===== src/tttc_pkg.sv =====
// Package: register map, field positions and frame constants for the transmit transparency block
package tttc_pkg;
  localparam int unsigned   CHANNELS      = 24;
  localparam int unsigned   BITS_PER_CH   = 8;
  localparam int unsigned   ADDR_W        = 12;
  // Printed offsets are not word multiples: they are indices, byte address is four times
  localparam logic [9:0]    IDX_MASK_1_8  = 10'h039;
  localparam logic [9:0]    IDX_MASK_9_16 = 10'h03A;
  localparam logic [9:0]    IDX_MASK_17_24 = 10'h03B;
  localparam logic [9:0]    IDX_TX_CTRL   = 10'h040;
  localparam logic [7:0]    MASK_RESET    = 8'h00;
  // Transmit control register fields
  localparam int unsigned   CTRL_FORCE_A  = 0;
  localparam int unsigned   CTRL_FORCE_B  = 1;
  localparam int unsigned   CTRL_D4       = 2;
  localparam int unsigned   CTRL_YELLOW   = 3;
  localparam int unsigned   CTRL_RBS_EN   = 4;
  localparam int unsigned   CTRL_STUFF_EN = 5;
  localparam int unsigned   CTRL_W        = 6;
  localparam logic [5:0]    CTRL_RESET    = 6'h00;
  // Bit positions in a channel byte, MSB (bit 1) is transmitted first
  localparam int unsigned   POS_BIT2      = 6;
  localparam int unsigned   POS_BIT7      = 1;
  localparam int unsigned   POS_BIT8      = 0;
  localparam logic [31:0]   SLV_ERR_DATA  = 32'h0000_0000;
endpackage


===== src/tttc_chan_proc.sv =====
// One DS0 channel byte: signaling insertion, bit 7 stuffing and yellow alarm overwrite
module tttc_chan_proc
(
  input  wire logic [7:0] data_in,
  input  wire logic       clear_in,
  input  wire logic       rbs_frame_in,
  input  wire logic       sig_bit_in,
  input  wire logic       stuff_req_in,
  input  wire logic       force_stuff_in,
  input  wire logic       yellow_d4_in,
  output logic      [7:0] data_out
);
  import tttc_pkg::*;

  always_comb begin
    data_out = data_in;
    if (rbs_frame_in && !clear_in) begin
      data_out[POS_BIT8] = sig_bit_in;
    end
    if (stuff_req_in && (!clear_in || force_stuff_in)) begin
      data_out[POS_BIT7] = 1'b1;
    end
    if (yellow_d4_in) begin
      data_out[POS_BIT2] = 1'b0;
    end
  end
endmodule


===== src/tttc_tx_transparency.sv =====
// Top level: transmit clear-channel control with APB register access
// Overview of operation
// - Each of the 24 transmit channels has one mask bit, channel 1 at bit 0 of the first mask register up to channel 24 at bit 7 of the third.
// - A mask bit of 1 marks its channel clear and a 0 marks it non-transparent.
// - A clear channel never gets robbed-bit signaling written into its data.
// - A clear channel never gets bit 7 stuffing unless the global stuffing override is on.
// - In D4 framing with yellow alarm sent, bit 2 of every channel is forced to 0, clear or not.
// - With both override bits set, all 24 channels are stuffed and the masks only steer signaling.
//
// Added by the designer: the APB register port.
module tttc_tx_transparency
(
  input  wire logic                          mclk_in,
  input  wire logic                          nrst_in,
  input  wire logic                          ce_in,
  input  wire logic                          psel_in,
  input  wire logic                          penable_in,
  input  wire logic                          pwrite_in,
  input  wire logic [tttc_pkg::ADDR_W-1:0]   paddr_in,
  input  wire logic [31:0]                   pwdata_in,
  input  wire logic [3:0]                    pstrb_in,
  output logic      [31:0]                   prdata_out,
  output logic                               pready_out,
  output logic                               pslverr_out,
  input  wire logic                          ch_valid_in,
  input  wire logic [4:0]                    ch_index_in,
  input  wire logic [7:0]                    ch_data_in,
  input  wire logic                          rbs_frame_in,
  input  wire logic                          sig_bit_in,
  input  wire logic                          stuff_req_in,
  output logic                               ch_valid_out,
  output logic      [4:0]                    ch_index_out,
  output logic      [7:0]                    ch_data_out,
  output logic      [tttc_pkg::CHANNELS-1:0] clear_mask_out
);
  import tttc_pkg::*;

  // ----------------------------------------------------------------
  // Register file
  // ----------------------------------------------------------------
  logic [CHANNELS-1:0] mask_q, mask_d;
  logic [CTRL_W-1:0]   ctrl_q, ctrl_d;
  logic [31:0]         prdata_q, prdata_d;
  logic                pslverr_q, pslverr_d;
  logic [9:0]          idx;
  logic                aligned;
  logic                hit_m1, hit_m2, hit_m3, hit_ctl, mapped;
  logic                access;

  assign idx     = paddr_in[ADDR_W-1:2];
  assign aligned = (paddr_in[1:0] == 2'b00);
  assign hit_m1  = aligned && (idx == IDX_MASK_1_8);
  assign hit_m2  = aligned && (idx == IDX_MASK_9_16);
  assign hit_m3  = aligned && (idx == IDX_MASK_17_24);
  assign hit_ctl = aligned && (idx == IDX_TX_CTRL);
  assign mapped  = hit_m1 || hit_m2 || hit_m3 || hit_ctl;
  // pready follows ce_in: an access completes in its first access cycle while ce_in is high
  assign access  = psel_in && penable_in && ce_in;

  always_comb begin
    mask_d    = mask_q;
    ctrl_d    = ctrl_q;
    prdata_d  = prdata_q;
    pslverr_d = 1'b0;
    if (psel_in && !penable_in) begin
      // Setup phase: prepare read data so it is registered for the access phase
      prdata_d = 32'h0000_0000;
      if (hit_m1) begin
        prdata_d[7:0] = mask_q[7:0];
      end else if (hit_m2) begin
        prdata_d[7:0] = mask_q[15:8];
      end else if (hit_m3) begin
        prdata_d[7:0] = mask_q[23:16];
      end else if (hit_ctl) begin
        prdata_d[CTRL_W-1:0] = ctrl_q;
      end else begin
        prdata_d = SLV_ERR_DATA;
      end
      pslverr_d = !mapped;
    end
    if (access && pwrite_in && pstrb_in[0]) begin
      if (hit_m1) begin
        mask_d[7:0] = pwdata_in[7:0];
      end
      if (hit_m2) begin
        mask_d[15:8] = pwdata_in[7:0];
      end
      if (hit_m3) begin
        mask_d[23:16] = pwdata_in[7:0];
      end
      if (hit_ctl) begin
        ctrl_d = pwdata_in[CTRL_W-1:0];
      end
    end
    if (access) begin
      pslverr_d = pslverr_q;
    end
  end

  always_ff @(posedge mclk_in or negedge nrst_in) begin
    if (!nrst_in) begin
      mask_q    <= {3{MASK_RESET}};
      ctrl_q    <= CTRL_RESET;
      prdata_q  <= 32'h0000_0000;
      pslverr_q <= 1'b0;
    end else if (ce_in) begin
      mask_q    <= mask_d;
      ctrl_q    <= ctrl_d;
      prdata_q  <= prdata_d;
      pslverr_q <= pslverr_d;
    end
  end

  assign pready_out     = ce_in;
  assign prdata_out     = prdata_q;
  assign pslverr_out    = pslverr_q && psel_in && penable_in;
  assign clear_mask_out = mask_q;

  // ----------------------------------------------------------------
  // Channel data path
  // ----------------------------------------------------------------
  logic       clear_sel;
  logic       force_stuff;
  logic       yellow_d4;
  logic [7:0] proc_data;
  logic       vld_q, vld_d;
  logic [4:0] cidx_q, cidx_d;
  logic [7:0] cdat_q, cdat_d;

  // Out-of-range channel index is treated as non-transparent
  assign clear_sel   = (ch_index_in < 5'(CHANNELS)) ? mask_q[ch_index_in] : 1'b0;
  assign force_stuff = ctrl_q[CTRL_FORCE_A] && ctrl_q[CTRL_FORCE_B];
  assign yellow_d4   = ctrl_q[CTRL_D4] && ctrl_q[CTRL_YELLOW];

  tttc_chan_proc u_chan (
    .data_in        (ch_data_in),
    .clear_in       (clear_sel),
    .rbs_frame_in   (rbs_frame_in && ctrl_q[CTRL_RBS_EN]),
    .sig_bit_in     (sig_bit_in),
    .stuff_req_in   (stuff_req_in && ctrl_q[CTRL_STUFF_EN]),
    .force_stuff_in (force_stuff),
    .yellow_d4_in   (yellow_d4),
    .data_out       (proc_data)
  );

  always_comb begin
    vld_d  = ch_valid_in;
    cidx_d = cidx_q;
    cdat_d = cdat_q;
    if (ch_valid_in) begin
      cidx_d = ch_index_in;
      cdat_d = proc_data;
    end
  end

  always_ff @(posedge mclk_in or negedge nrst_in) begin
    if (!nrst_in) begin
      vld_q  <= 1'b0;
      cidx_q <= 5'h00;
      cdat_q <= 8'h00;
    end else if (ce_in) begin
      vld_q  <= vld_d;
      cidx_q <= cidx_d;
      cdat_q <= cdat_d;
    end
  end

  assign ch_valid_out = vld_q;
  assign ch_index_out = cidx_q;
  assign ch_data_out  = cdat_q;

  // ----------------------------------------------------------------
  // Assertions
  // ----------------------------------------------------------------
  property p_mask_write;
    @(posedge mclk_in) disable iff (!nrst_in)
      (access && pwrite_in && pstrb_in[0] && hit_m3) |=> (mask_q[23:16] == $past(pwdata_in[7:0]));
  endproperty
  a_mask_write: assert property (p_mask_write) else $error("mask 17-24 not written");

  property p_clear_no_rbs;
    @(posedge mclk_in) disable iff (!nrst_in)
      (ce_in && ch_valid_in && clear_sel && rbs_frame_in && !yellow_d4)
      |=> (ch_data_out[POS_BIT8] == $past(ch_data_in[POS_BIT8]));
  endproperty
  a_clear_no_rbs: assert property (p_clear_no_rbs) else $error("signaling hit a clear channel");

  property p_clear_no_stuff;
    @(posedge mclk_in) disable iff (!nrst_in)
      (ce_in && ch_valid_in && clear_sel && !force_stuff)
      |=> (ch_data_out[POS_BIT7] == $past(ch_data_in[POS_BIT7]));
  endproperty
  a_clear_no_stuff: assert property (p_clear_no_stuff) else $error("clear channel stuffed");

  property p_yellow;
    @(posedge mclk_in) disable iff (!nrst_in)
      (ce_in && ch_valid_in && yellow_d4) |=> (ch_valid_out && !ch_data_out[POS_BIT2]);
  endproperty
  a_yellow: assert property (p_yellow) else $error("yellow bit 2 not forced");

  property p_force_stuff;
    @(posedge mclk_in) disable iff (!nrst_in)
      (ce_in && ch_valid_in && force_stuff && stuff_req_in && ctrl_q[CTRL_STUFF_EN])
      |=> ch_data_out[POS_BIT7];
  endproperty
  a_force_stuff: assert property (p_force_stuff) else $error("override stuffing missed");

  property p_nonclear_rbs;
    @(posedge mclk_in) disable iff (!nrst_in)
      (ce_in && ch_valid_in && !clear_sel && rbs_frame_in && ctrl_q[CTRL_RBS_EN])
      |=> (ch_data_out[POS_BIT8] == $past(sig_bit_in));
  endproperty
  a_nonclear_rbs: assert property (p_nonclear_rbs) else $error("signaling missed");

  // Taken from the raw mask bit, so a misrouted channel select is caught
  property p_clear_sel;
    @(posedge mclk_in) disable iff (!nrst_in)
      (ce_in && ch_valid_in && (ch_index_in == 5'h00) && mask_q[0] && rbs_frame_in
       && ctrl_q[CTRL_RBS_EN])
      |=> (ch_data_out[POS_BIT8] == $past(ch_data_in[POS_BIT8]));
  endproperty
  a_clear_sel: assert property (p_clear_sel) else $error("channel 1 mask misrouted");

  property p_nonclear_stuff;
    @(posedge mclk_in) disable iff (!nrst_in)
      (ce_in && ch_valid_in && !clear_sel && stuff_req_in && ctrl_q[CTRL_STUFF_EN])
      |=> ch_data_out[POS_BIT7];
  endproperty
  a_nonclear_stuff: assert property (p_nonclear_stuff) else $error("stuffing missed");
endmodule


===== config.mk =====
export PLATFORM = sky130hd
export DESIGN_NAME = tttc_tx_transparency
export DESIGN_NICKNAME = d
export VERILOG_FILES = /design/src/tttc_pkg.sv /design/src/tttc_chan_proc.sv /design/src/tttc_tx_transparency.sv
export SDC_FILE = /design/constraint.sdc
export NUM_CORES = 1
export LEC_CHECK = 0
export BUFFER_PORTS_ARGS = -buffer_cell sky130_fd_sc_hd__buf_4
export CORE_MARGIN = 4
export CORE_UTILIZATION = 40
export DETAILED_ROUTE_END_ITERATION = 8
export GPL_TIMING_DRIVEN = 0
export PLACE_DENSITY = 0.8
export SYNTH_ARGS = -nofsm -noshare
export SYNTH_HDL_FRONTEND = slang
export SYNTH_SLANG_ARGS = --single-unit

===== constraint.sdc =====
create_clock -name mclk_in -period 2 [get_ports mclk_in]
set_clock_uncertainty 0.1 [all_clocks]
set_input_delay 0.2 -clock mclk_in [delete_from_list [all_inputs] [get_ports mclk_in]]
set_output_delay 0.2 -clock mclk_in [all_outputs]
set_load 0.02 [all_outputs]

==> results of run 1 <==
## worst max-delay path, delay by kind of cell
family,cells,cell delay [ns]
buf+inv,2,0.28
mux,1,0.31
simple gates,3,1.32
## layout make-up
class                      count  share of cell area [%]
clock inverter                 3                    1.68
multi-input combinational    154                    34.9
clock buffer                   5                    1.78
sequential                    53                    34.3
buffer                        33                    5.92
tap                           77                    2.49
inverter                       4                   0.388
timing repair buffer          92                    18.5
## flip-flops by register name (all words and copies together) (netlist names)
register        flops
clear_mask_out     24
ch_data_out         8
prdata_out          8
ctrl_q              6
ch_index_out        5
ch_valid_out        1
pslverr_q           1
## through the flow
stage	cell area (sq um)	TNS (ns)	cells	power [uW]	setup slack [ns]
2_1_floorplan	2870	-3.24	245	1380	-0.245
3_3_place_gp	3620	-14.95	409	1560	-0.571
3_5_place_dp	3620	-15.97	409	1570	-0.608
4_1_cts	3810	-0.00434	421	2410	-0.00434
5_1_grt	3860	-0.164	421	2500	-0.0324
6_report	3860	-0.0665	421	2390	-0.0153
## power groups by stage
stage	clock [uW]	sequential (uW)	combinational (uW)
after floorplan	0	1210	164
after global placement	0	1160	398
after detailed placement	0	1160	407
after CTS	863	1140	409
after global routing	912	1150	443
final	843	1140	412
## worst max-delay path by stage
stage            startpoint                 end  slack (ns)  depth (start not counted)
2_1_floorplan  paddr_in[10]  clear_mask_out[10]       -0.25                          5
3_3_place_gp   paddr_in[10]  clear_mask_out[12]       -0.57                          6
6_report        paddr_in[0]  clear_mask_out[14]       -0.02                          6
4_1_cts        paddr_in[10]  clear_mask_out[14]      -0.004                          6
3_5_place_dp   paddr_in[10]  clear_mask_out[14]       -0.61                          6
5_1_grt         paddr_in[0]  clear_mask_out[14]       -0.03                          6
## cells in the mapped netlist (all sizes together) (4+ instances only)
| master | number | area share (%) |
|---|---|---|
| dfrtp | 53 | 48 |
| mux2 | 43 | 18 |
| buf | 27 | 7.4 |
| nand2 | 12 | 1.6 |
| o21ai | 8 | 1.5 |
| a22o | 7 | 2.2 |
| clkbuf | 7 | 0.96 |
| a221oi | 5 | 1.6 |
| mux4 | 5 | 4.1 |
| inv | 4 | 0.55 |
| nand4 | 4 | 0.91 |
| nor2 | 4 | 0.55 |
## per-layer routing
metal | up-vias | wire [microns]
li1 | 1015 | -
met1 | 1056 | 2970
met2 | 100 | 3580
met3 | 10 | 604
met4 | 0 | 98
met5 | - | 0
## cells by family after synthesis
| kind of cell | Yosys count | share of synthesized area, % |
|---|---|---|
| multiplexers | 51 | 22.9 |
| other | 1 | 0.137 |
| AND/OR/NAND/NOR | 46 | 11.0 |
| AO/OA/AOI/OAI | 33 | 8.68 |
| flip-flops | 53 | 48.4 |
| buffers and inverters | 38 | 8.95 |
## what timing repair did
| item | CTS | global route |
|---|---|---|
| buffers inserted | 4 | 0 |
| setup endpoints to repair | 30 | 15 |
| endpoints found under the hold margin | 53 | 0 |
| hold buffers | 1 | 0 |
| resized for setup | 3 | 13 |
| cloned | 0 | 0 |
| pin swaps | 3 | 3 |
==> flow_summary.yaml, run 1 <==
status:
  status: "finished, violations left"
  failed_checks: "negative setup slack"
yosys:
  synth_cell_types: 41
  synth_edf_count: 0
  ys_async_sr_fraction_pct: 100
  ys_seq_elements: 53
  netlist_area_sq_um: 2740
  netlist_instances: 222
  yosys_most_used_dff: "dfrtp_1"
  synth_area_per_cell_sq_um: 12.3
  ys_seq_area_share_pct: 48.4
  ys.warnings.count: 0
global_route:
  antenna_found_initial: 0
  grt_usage_pct: 17.4
  grt_pass1_wl_microns: 11500
  grtUsageMet3_pct: 4.83
  grt_max_degree: 54
  top_usage_layer: "met2"
  use_met2_pct: 29.5
  gr-total-overflow: 0
  grt_pass1_vias: 2156
  use_met1_pct: 22.1
finish:
  final_common_cell: "buf_4"
  final_cell_mix: "112 x buf_4, 53 x dfrtp_1, 27 x mux2_2"
  multi_input_area_sq_um: 1350
  final.fill_count: 548
  n_antenna_cell: 0
  register_area_sq_um: 1330
  post-route-util_pct: 59.5
  area_growth_pct: 41.1
  nets: 414
  drive_above_1_share_pct: 53.2
critical_path:
  critPathRequiredTime_ns: 2.10
  path_class: "primary input to flop"
  path_cells: "buf_6 -> or4_4 -> or3_4 -> nor4b_4 -> buf_6 -> mux2_4"
  arrival_ns: 2.11
  crit_fanout: 6
  reg2reg_slack_ns: 0.12
  crit_slowest_cell: "or4_4"
  start_kind: "primary input"
  end_kind: "flop"
  crit_path_frequent_cell: "buf_6"
  r2r-end: "ch_data_out[0]"
  worst_path_largest_cell_delay_ns: 0.57
  reg2regPathDepth: 5
  r2r-start: "clear_mask_out[13]"
drt:
  wl_per_cell_microns: 17.2
  drt-pass1-iter-count: 4
  ant_nets: 0
  drt-total-wl_microns: 7260
  drc: 0
  drtIter0Drc: 108
  num_vias: 2181
  via_per_inst: 5.18
die:
  initial_core_util_pct: 42.2
  coreArea_sq_um: 6490
  dieArea_sq_um: 8240
  io_pins: 143
  rows: 29
  die_y_microns: 90.8
  die_width_microns: 90.8
clock_network:
  cts_tree: "done"
  cts_sinks: 53
  ctsRootBufferMaster: "clkbuf_8"
  numCtsBuffers: 5
  cts_buffer_depth: 2
  h-tree-depth: 2
  clock_latency_ns: 0.30
  clkTransAtPathRegs_ns: 0.09
sta:
  max_clock_freq_mhz: 496
  rsz0062_at_grt: "true"
  setup_ws_ns: -0.0153
  relSlewSlack_pct: 55.3
  setup_viol: 6
  worst_pin_slew_ns: 0.671
  drv_slew: 0
  holdWs_ns: 0.0123
  fin_crit_ns: 2.02
  hold_viol: 0
  layout_worst_path_cycle_share_pct: 101
job:
  drv_cap: 0
pwr:
  power.leakage_uw: 0.00197
  p_switching_uw: 587
  p_per_area_nw_per_um2: 619
  swShare_pct: 24.5
  p_int_uw: 1810
  vdd_drop_max_uv: 396
  pwr-share-seq_pct: 47.6
  power_frac_clock_pct: 35.2
  combPwrFrac_pct: 17.2
hold_path:
  min_path_type: "primary input to flop"
  holdPathStages: 3
  hold_path.startpoint: "ch_data_in[1]"
  min_to: "ch_data_out[1]"
placement:
  gp_congestion: 0.890
  port_buffers: 87
  dp_hpwl_microns: 5490
Power figures use the tool's default switching activity.
==> run 2: changes to the inputs <==
Settings changed: ABC_AREA set to 1, CAP_MARGIN set to 20, PLACE_DENSITY 0.8 to 0.83.
==> run 2 against run 1 <==
Effect of this change: the flow now finishes without violations; critical path depth is 8 higher; cell count is 43% higher; first-iteration DRC count is 16% higher; power is 6.0% lower; synthesized area is 6.3% higher; core utilization is 2.4 points lower; combinational power is 3% higher; die area is 5.8% higher; sequential cell count stayed put; via count is 32% higher; worst hold slack better by 0.059 ns; sequential share of layout area is 0.89 points lower.
==> flow_summary.yaml, run 2 <==
drt:
  drt-pass1-iter-count: 5
  num_vias: 2881
  via_per_inst: 4.78
  ant_nets: 0
  drt-total-wl_microns: 8460
  drtIter0Drc: 125
  drc: 0
  wl_per_cell_microns: 14.0
critical_path:
  startpoint: "ch_index_in[0]"
  path_class: "primary input to flop"
  arrival_ns: 1.66
  crit_fanout: 10
  crit_slowest_cell: "clkbuf_1"
  end_kind: "flop"
  crit_path_frequent_cell: "nand2_1"
  critPathRequiredTime_ns: 2.10
  worst_path_largest_cell_delay_ns: 0.41
  start_kind: "primary input"
  path_buf_inv: 3
  r2r-start: "clear_mask_out[0]"
  path_cells: "buf_4 -> inv_1 -> clkbuf_1 -> nand2_1 -> nand3_1 -> nand2_1 -> nand2_1 -> nand3_1 -> nand2_1 -> nand2_1 -> nand3_1 -> nand2_1 -> nand3_1 -> nand2_1"
  cp_top_family: "simple AND/OR/NAND/NOR gates"
sta:
  layout_worst_path_cycle_share_pct: 78.4
  rsz0062_at_grt: "false"
  setup_viol: 0
  hold_viol: 0
  setup_tns_ns: 0
  relSlewSlack_pct: 56.8
  worst_pin_slew_ns: 0.648
  fin_crit_ns: 1.57
  max_clock_freq_mhz: 638
  drv_slew: 0
yosys:
  ys.warnings.count: 0
  synth.area.top_cells: "dfrtp_1 46%, nand2_1 19%, buf_4 6.4%"
  synth.most_common_cell: "nand2_1"
  synth_edf_count: 0
  synth_top_cells_by_count: "145 x nand2_1, 53 x dfrtp_1, 31 x nand3_1"
  yosys_most_used_dff: "dfrtp_1"
  synth_cell_types: 29
  ys_seq_elements: 53
  netlist_area_sq_um: 2910
  synth_top_area_share_pct: 45.5
  netlist_instances: 380
  ys_async_sr_fraction_pct: 100
  ys_seq_area_share_pct: 45.5
  yosys.area.top_type: "dfrtp_1"
  synth_area_per_cell_sq_um: 7.67
finish:
  n_antenna_cell: 0
  register_area_sq_um: 1330
  multi_input_area_sq_um: 1300
  drive_above_1_share_pct: 29.6
  final_cell_mix: "145 x nand2_1, 116 x buf_4, 53 x dfrtp_1"
  final.fill_count: 663
  final_common_cell: "nand2_1"
  nets: 578
  area_growth_pct: 36.2
  largest_reg_flops: 24
  post-route-util_pct: 57.1
pwr:
  power_frac_clock_pct: 31.0
  pwr-share-seq_pct: 50.2
  vdd_drop_max_uv: 325
  p_switching_uw: 595
  combPwrFrac_pct: 18.9
  p_int_uw: 1650
  p_per_area_nw_per_um2: 567
  swShare_pct: 26.4
  power.leakage_uw: 0.00211
clock_network:
  cts_resized: 0
  numCtsBuffers: 5
  cts_tree: "done"
  cts_buffer_depth: 2
  cts_sinks: 53
  clkTransAtPathRegs_ns: 0.09
  clock_latency_ns: 0.30
  h-tree-depth: 2
  ctsRootBufferMaster: "clkbuf_8"
die:
  io_pins: 143
  die_y_microns: 93.4
  coreArea_sq_um: 6940
  initial_core_util_pct: 42.0
  dieArea_sq_um: 8710
  rows: 30
  die_width_microns: 93.4
hold_path:
  hold_path.startpoint: "ch_data_in[6]"
  min_path_type: "primary input to flop"
global_route:
  gr-total-overflow: 0
  grt_max_degree: 54
  antenna_found_initial: 0
  grt_pass1_wl_microns: 13900
  grt_pass1_vias: 2859
  grt_usage_pct: 19.8
placement:
  gp_congestion: 0.903
  port_buffers: 91
  dp_hpwl_microns: 6820
job:
  drv_cap: 0
status:
  status: "complete, no violations"
run 2: repair_timing:
| item | 4_1_cts | 5_1_grt |
|---|---|---|
| endpoints found under the hold margin | 58 | 0 |
| setup buffers | 0 | 0 |
| hold buffers | 6 | 0 |
run 2: through the flow:
step | total power, uW | cell area, sq um | std cells | setup slack (ns) | hold slack [ns]
final | 2250 | 3970 | 603 | 0.432 | 0.0710
after global routing | 2350 | 3970 | 603 | 0.323 | 0.0976
after CTS | 2270 | 3970 | 603 | 0.463 | 0.0637
after detailed placement | 1570 | 3800 | 590 | 0.136 | 0.174
after global placement | 1550 | 3800 | 590 | 0.151 | 0.164
after floorplan | 1380 | 3000 | 403 | 0.424 | -0.196
run 2: area by class of cell:
type / instances / share of cell area, %
Clock buffer: 5 / 1.73
Sequential cell: 53 / 33.4
Buffer: 34 / 6.21
Multi-Input combinational cell: 285 / 32.7
Inverter: 31 / 3.28
Tap cell: 96 / 3.03
Timing Repair Buffer: 97 / 18.7
Clock inverter: 2 / 0.883
run 2: path summary, 6_finish.rpt:
check	to	slack (ns)	cells after the start
worst max-delay path	ch_data_out[0]	0.43	14
worst min-delay path	ch_data_out[6]	0.07	3
worst max register to register	ch_data_out[0]	0.55	11
worst min register to register	ch_valid_out	0.38	2
max in group asynchronous	clear_mask_out[6]	0.99	2
min in group asynchronous	prdata_out[6]	0.36	2
run 2: kinds of logic after synthesis:
family                 count (synthesis)  share of synthesized area, %
buffers and inverters                 65                          12.9
flip-flops                            53                          45.5
AND/OR/NAND/NOR                      210                          31.6
other                                  1                         0.129
AO/OA/AOI/OAI                         51                          9.79
run 2: worst register-to-register path, cell delays in order (launching register included):
cell,delay [ns]
dfrtp_1,0.46
nand2_1,0.10
nand3_1,0.07
nand2_1,0.11
nand2_1,0.06
nand3_1,0.10
nand2_1,0.06
nand2_1,0.07
nand3_1,0.08
nand2_1,0.07
nand3_1,0.06
nand2_1,0.06
run 2: power by group through the flow:
stage / clock (uW) / combinational [uW] / sequential, uW
after floorplan: 0 / 184 / 1190
after global placement: 0 / 406 / 1150
after detailed placement: 0 / 416 / 1150
after CTS: 714 / 426 / 1130
after global routing: 748 / 464 / 1130
final: 697 / 425 / 1130
run 2: layer usage:
metal	GRT usage, %	share of wire (%)	vias up
met4	4.15	0.95	0
met3	3.46	8.2	11
met5	0	0	-
met1	26.3	42	1317
met2	33.8	49	133
li1	-	-	1420
==> run 3: changes to the inputs <==
Settings changed: ABC_AREA 1 to 0, PLACE_DENSITY 0.83 to 0.87.
Clock period 2 ns to 1.35 ns, I/O delays scaled along.
==> run 3 against run 2 <==
Effect of this change: routed wire length down 1.5%; largest cell class is now multi-input gates; critical path type unchanged; critical endpoint is now clear_mask_out[6]; global-route usage up 0.57 points; sequential power up 50%; the run now ends with negative setup slack left; setup slack worse by 0.97 ns.
==> flow_summary.yaml, run 3 (synthesized netlist as in run 1, its figures left out) <==
pwr:
  swShare_pct: 27.0
  p_switching_uw: 881
  combPwrFrac_pct: 20.5
  power_frac_clock_pct: 27.8
  p_per_area_nw_per_um2: 765
  p_int_uw: 2380
  pwr-share-seq_pct: 51.7
  vdd_drop_max_uv: 416
  power.leakage_uw: 0.00217
  total_power_uw: 3260
drt:
  drtIter0Drc: 144
  drt-pass1-iter-count: 4
  via_per_inst: 5.29
  ant_nets: 0
  drc: 0
  drt-total-wl_microns: 8330
  wl_per_cell_microns: 18.2
  num_vias: 2424
critical_path:
  reg2regPathDepth: 5
  path_class: "primary input to flop"
  arrival_ns: 1.98
  r2r-end: "ch_data_out[0]"
  reg2reg_slack_ns: -0.48
  start_kind: "primary input"
  critPathRequiredTime_ns: 1.45
  crit_fanout: 8
  end_kind: "flop"
  r2r-start: "clear_mask_out[11]"
global_route:
  grt_pass1_wl_microns: 13400
  grt_max_degree: 54
  grt_pass1_vias: 2637
  gr-total-overflow: 0
  antenna_found_initial: 0
  grt_usage_pct: 20.4
  use_met2_pct: 35.7
  grtUsageMet3_pct: 5.58
  top_usage_layer: "met2"
  use_met1_pct: 23.7
status:
  status: "finished, violations left"
  failed_checks: "negative setup slack"
hold_path:
  holdPathStages: 2
  hold_path.startpoint: "ch_index_in[2]"
  min_path_type: "primary input to flop"
  min_to: "ch_index_out[2]"
die:
  coreArea_sq_um: 6490
  io_pins: 143
  die_y_microns: 90.8
  dieArea_sq_um: 8240
  initial_core_util_pct: 42.2
  rows: 29
  die_width_microns: 90.8
finish:
  final_cell_mix: "131 x buf_4, 52 x dfrtp_1, 24 x conb_1"
  drive_above_1_share_pct: 57.2
  n_antenna_cell: 0
  area_growth_pct: 55.8
  largest_reg_flops: 24
  final_common_cell: "buf_4"
  post-route-util_pct: 65.7
  finish.instance_area_sq_um: 4270
  nets: 452
sta:
  hold_viol: 0
  max_clock_freq_mhz: 531
  worst_pin_slew_ns: 0.660
  setup_viol: 41
  relSlewSlack_pct: 56.0
  rsz0062_at_grt: "true"
  setup_ws_ns: -0.534
  setup_tns_ns: -19.65
  drv_slew: 0
  layout_worst_path_cycle_share_pct: 140
  fin_crit_ns: 1.88
clock_network:
  cts_sinks: 53
  cts_tree: "done"
  numCtsBuffers: 5
  cts_buffer_depth: 2
  clkTransAtPathRegs_ns: 0.09
  h-tree-depth: 2
  clock_latency_ns: 0.30
  ctsRootBufferMaster: "clkbuf_8"
job:
  drv_cap: 0
placement:
  dp_hpwl_microns: 5710
  port_buffers: 87
  place_area_sq_um: 3640
  gp_congestion: 0.849
  dpl_worst_slack_ns: -1.17
## run 3: worst max-delay path, cell delays in order
cell and delay [ns]:
buf_6 0.09, or4_4 0.53, or3_4 0.43, buf_4 0.16, nor3_4 0.15, buf_12 0.17
mux2_4 0.30
## run 3: worst max-delay path by stage
| stage | slack (ns) | cells past startpoint | endpoint | start |
|---|---|---|---|---|
| 2_1_floorplan | -0.83 | 5 | clear_mask_out[10] | paddr_in[10] |
| 3_3_place_gp | -1.15 | 6 | clear_mask_out[12] | paddr_in[10] |
| 3_5_place_dp | -1.17 | 6 | clear_mask_out[14] | paddr_in[10] |
| 4_1_cts | -0.60 | 7 | clear_mask_out[9] | paddr_in[0] |
| 5_1_grt | -0.55 | 10 | prdata_out[1] | paddr_in[0] |
| 6_report | -0.53 | 7 | clear_mask_out[6] | paddr_in[0] |
## run 3: power by group through the flow
stage	Clock [uW]	Sequential [uW]	Combinational [uW]
6_report	908	1690	670
5_1_grt	1010	1700	724
4_1_cts	931	1690	660
3_5_place_dp	0	1720	605
3_3_place_gp	0	1720	590
2_1_floorplan	0	1800	244
## run 3: timing repair
action,CTS,global route
hold buffers,17,0
buffers inserted,23,4
gates resized for setup,29,18
setup endpoints to repair,41,41
endpoints found under the hold margin,89,0
pin swaps,14,10
## run 3: layout make-up
cell class / count / area [sq um]
well taps: 77 / 96.3
flip-flops and latches: 53 / 1330
clock buffers: 6 / 82.6
plain buffers: 32 / 224
multi-input cells: 154 / 1450
inverters: 4 / 15.0
clock inverters: 1 / 7.51
fillers: 483 / 2220
repair buffers: 131 / 1060
## run 3: layer usage
| metal | part of all wire (%) | wire [microns] |
|---|---|---|
| met1 | 38 | 3180 |
| met2 | 51 | 4220 |
| met3 | 9.1 | 757 |
| met4 | 2.0 | 167 |
| met5 | 0 | 0 |
## run 3: stage by stage
stage	std cells	hold slack [ns]
2_1_floorplan	245	-0.261
4_1_cts	456	0.0240
3_5_place_dp	409	0.118
6_report	458	0.0334
3_3_place_gp	409	0.106
5_1_grt	458	0.0350
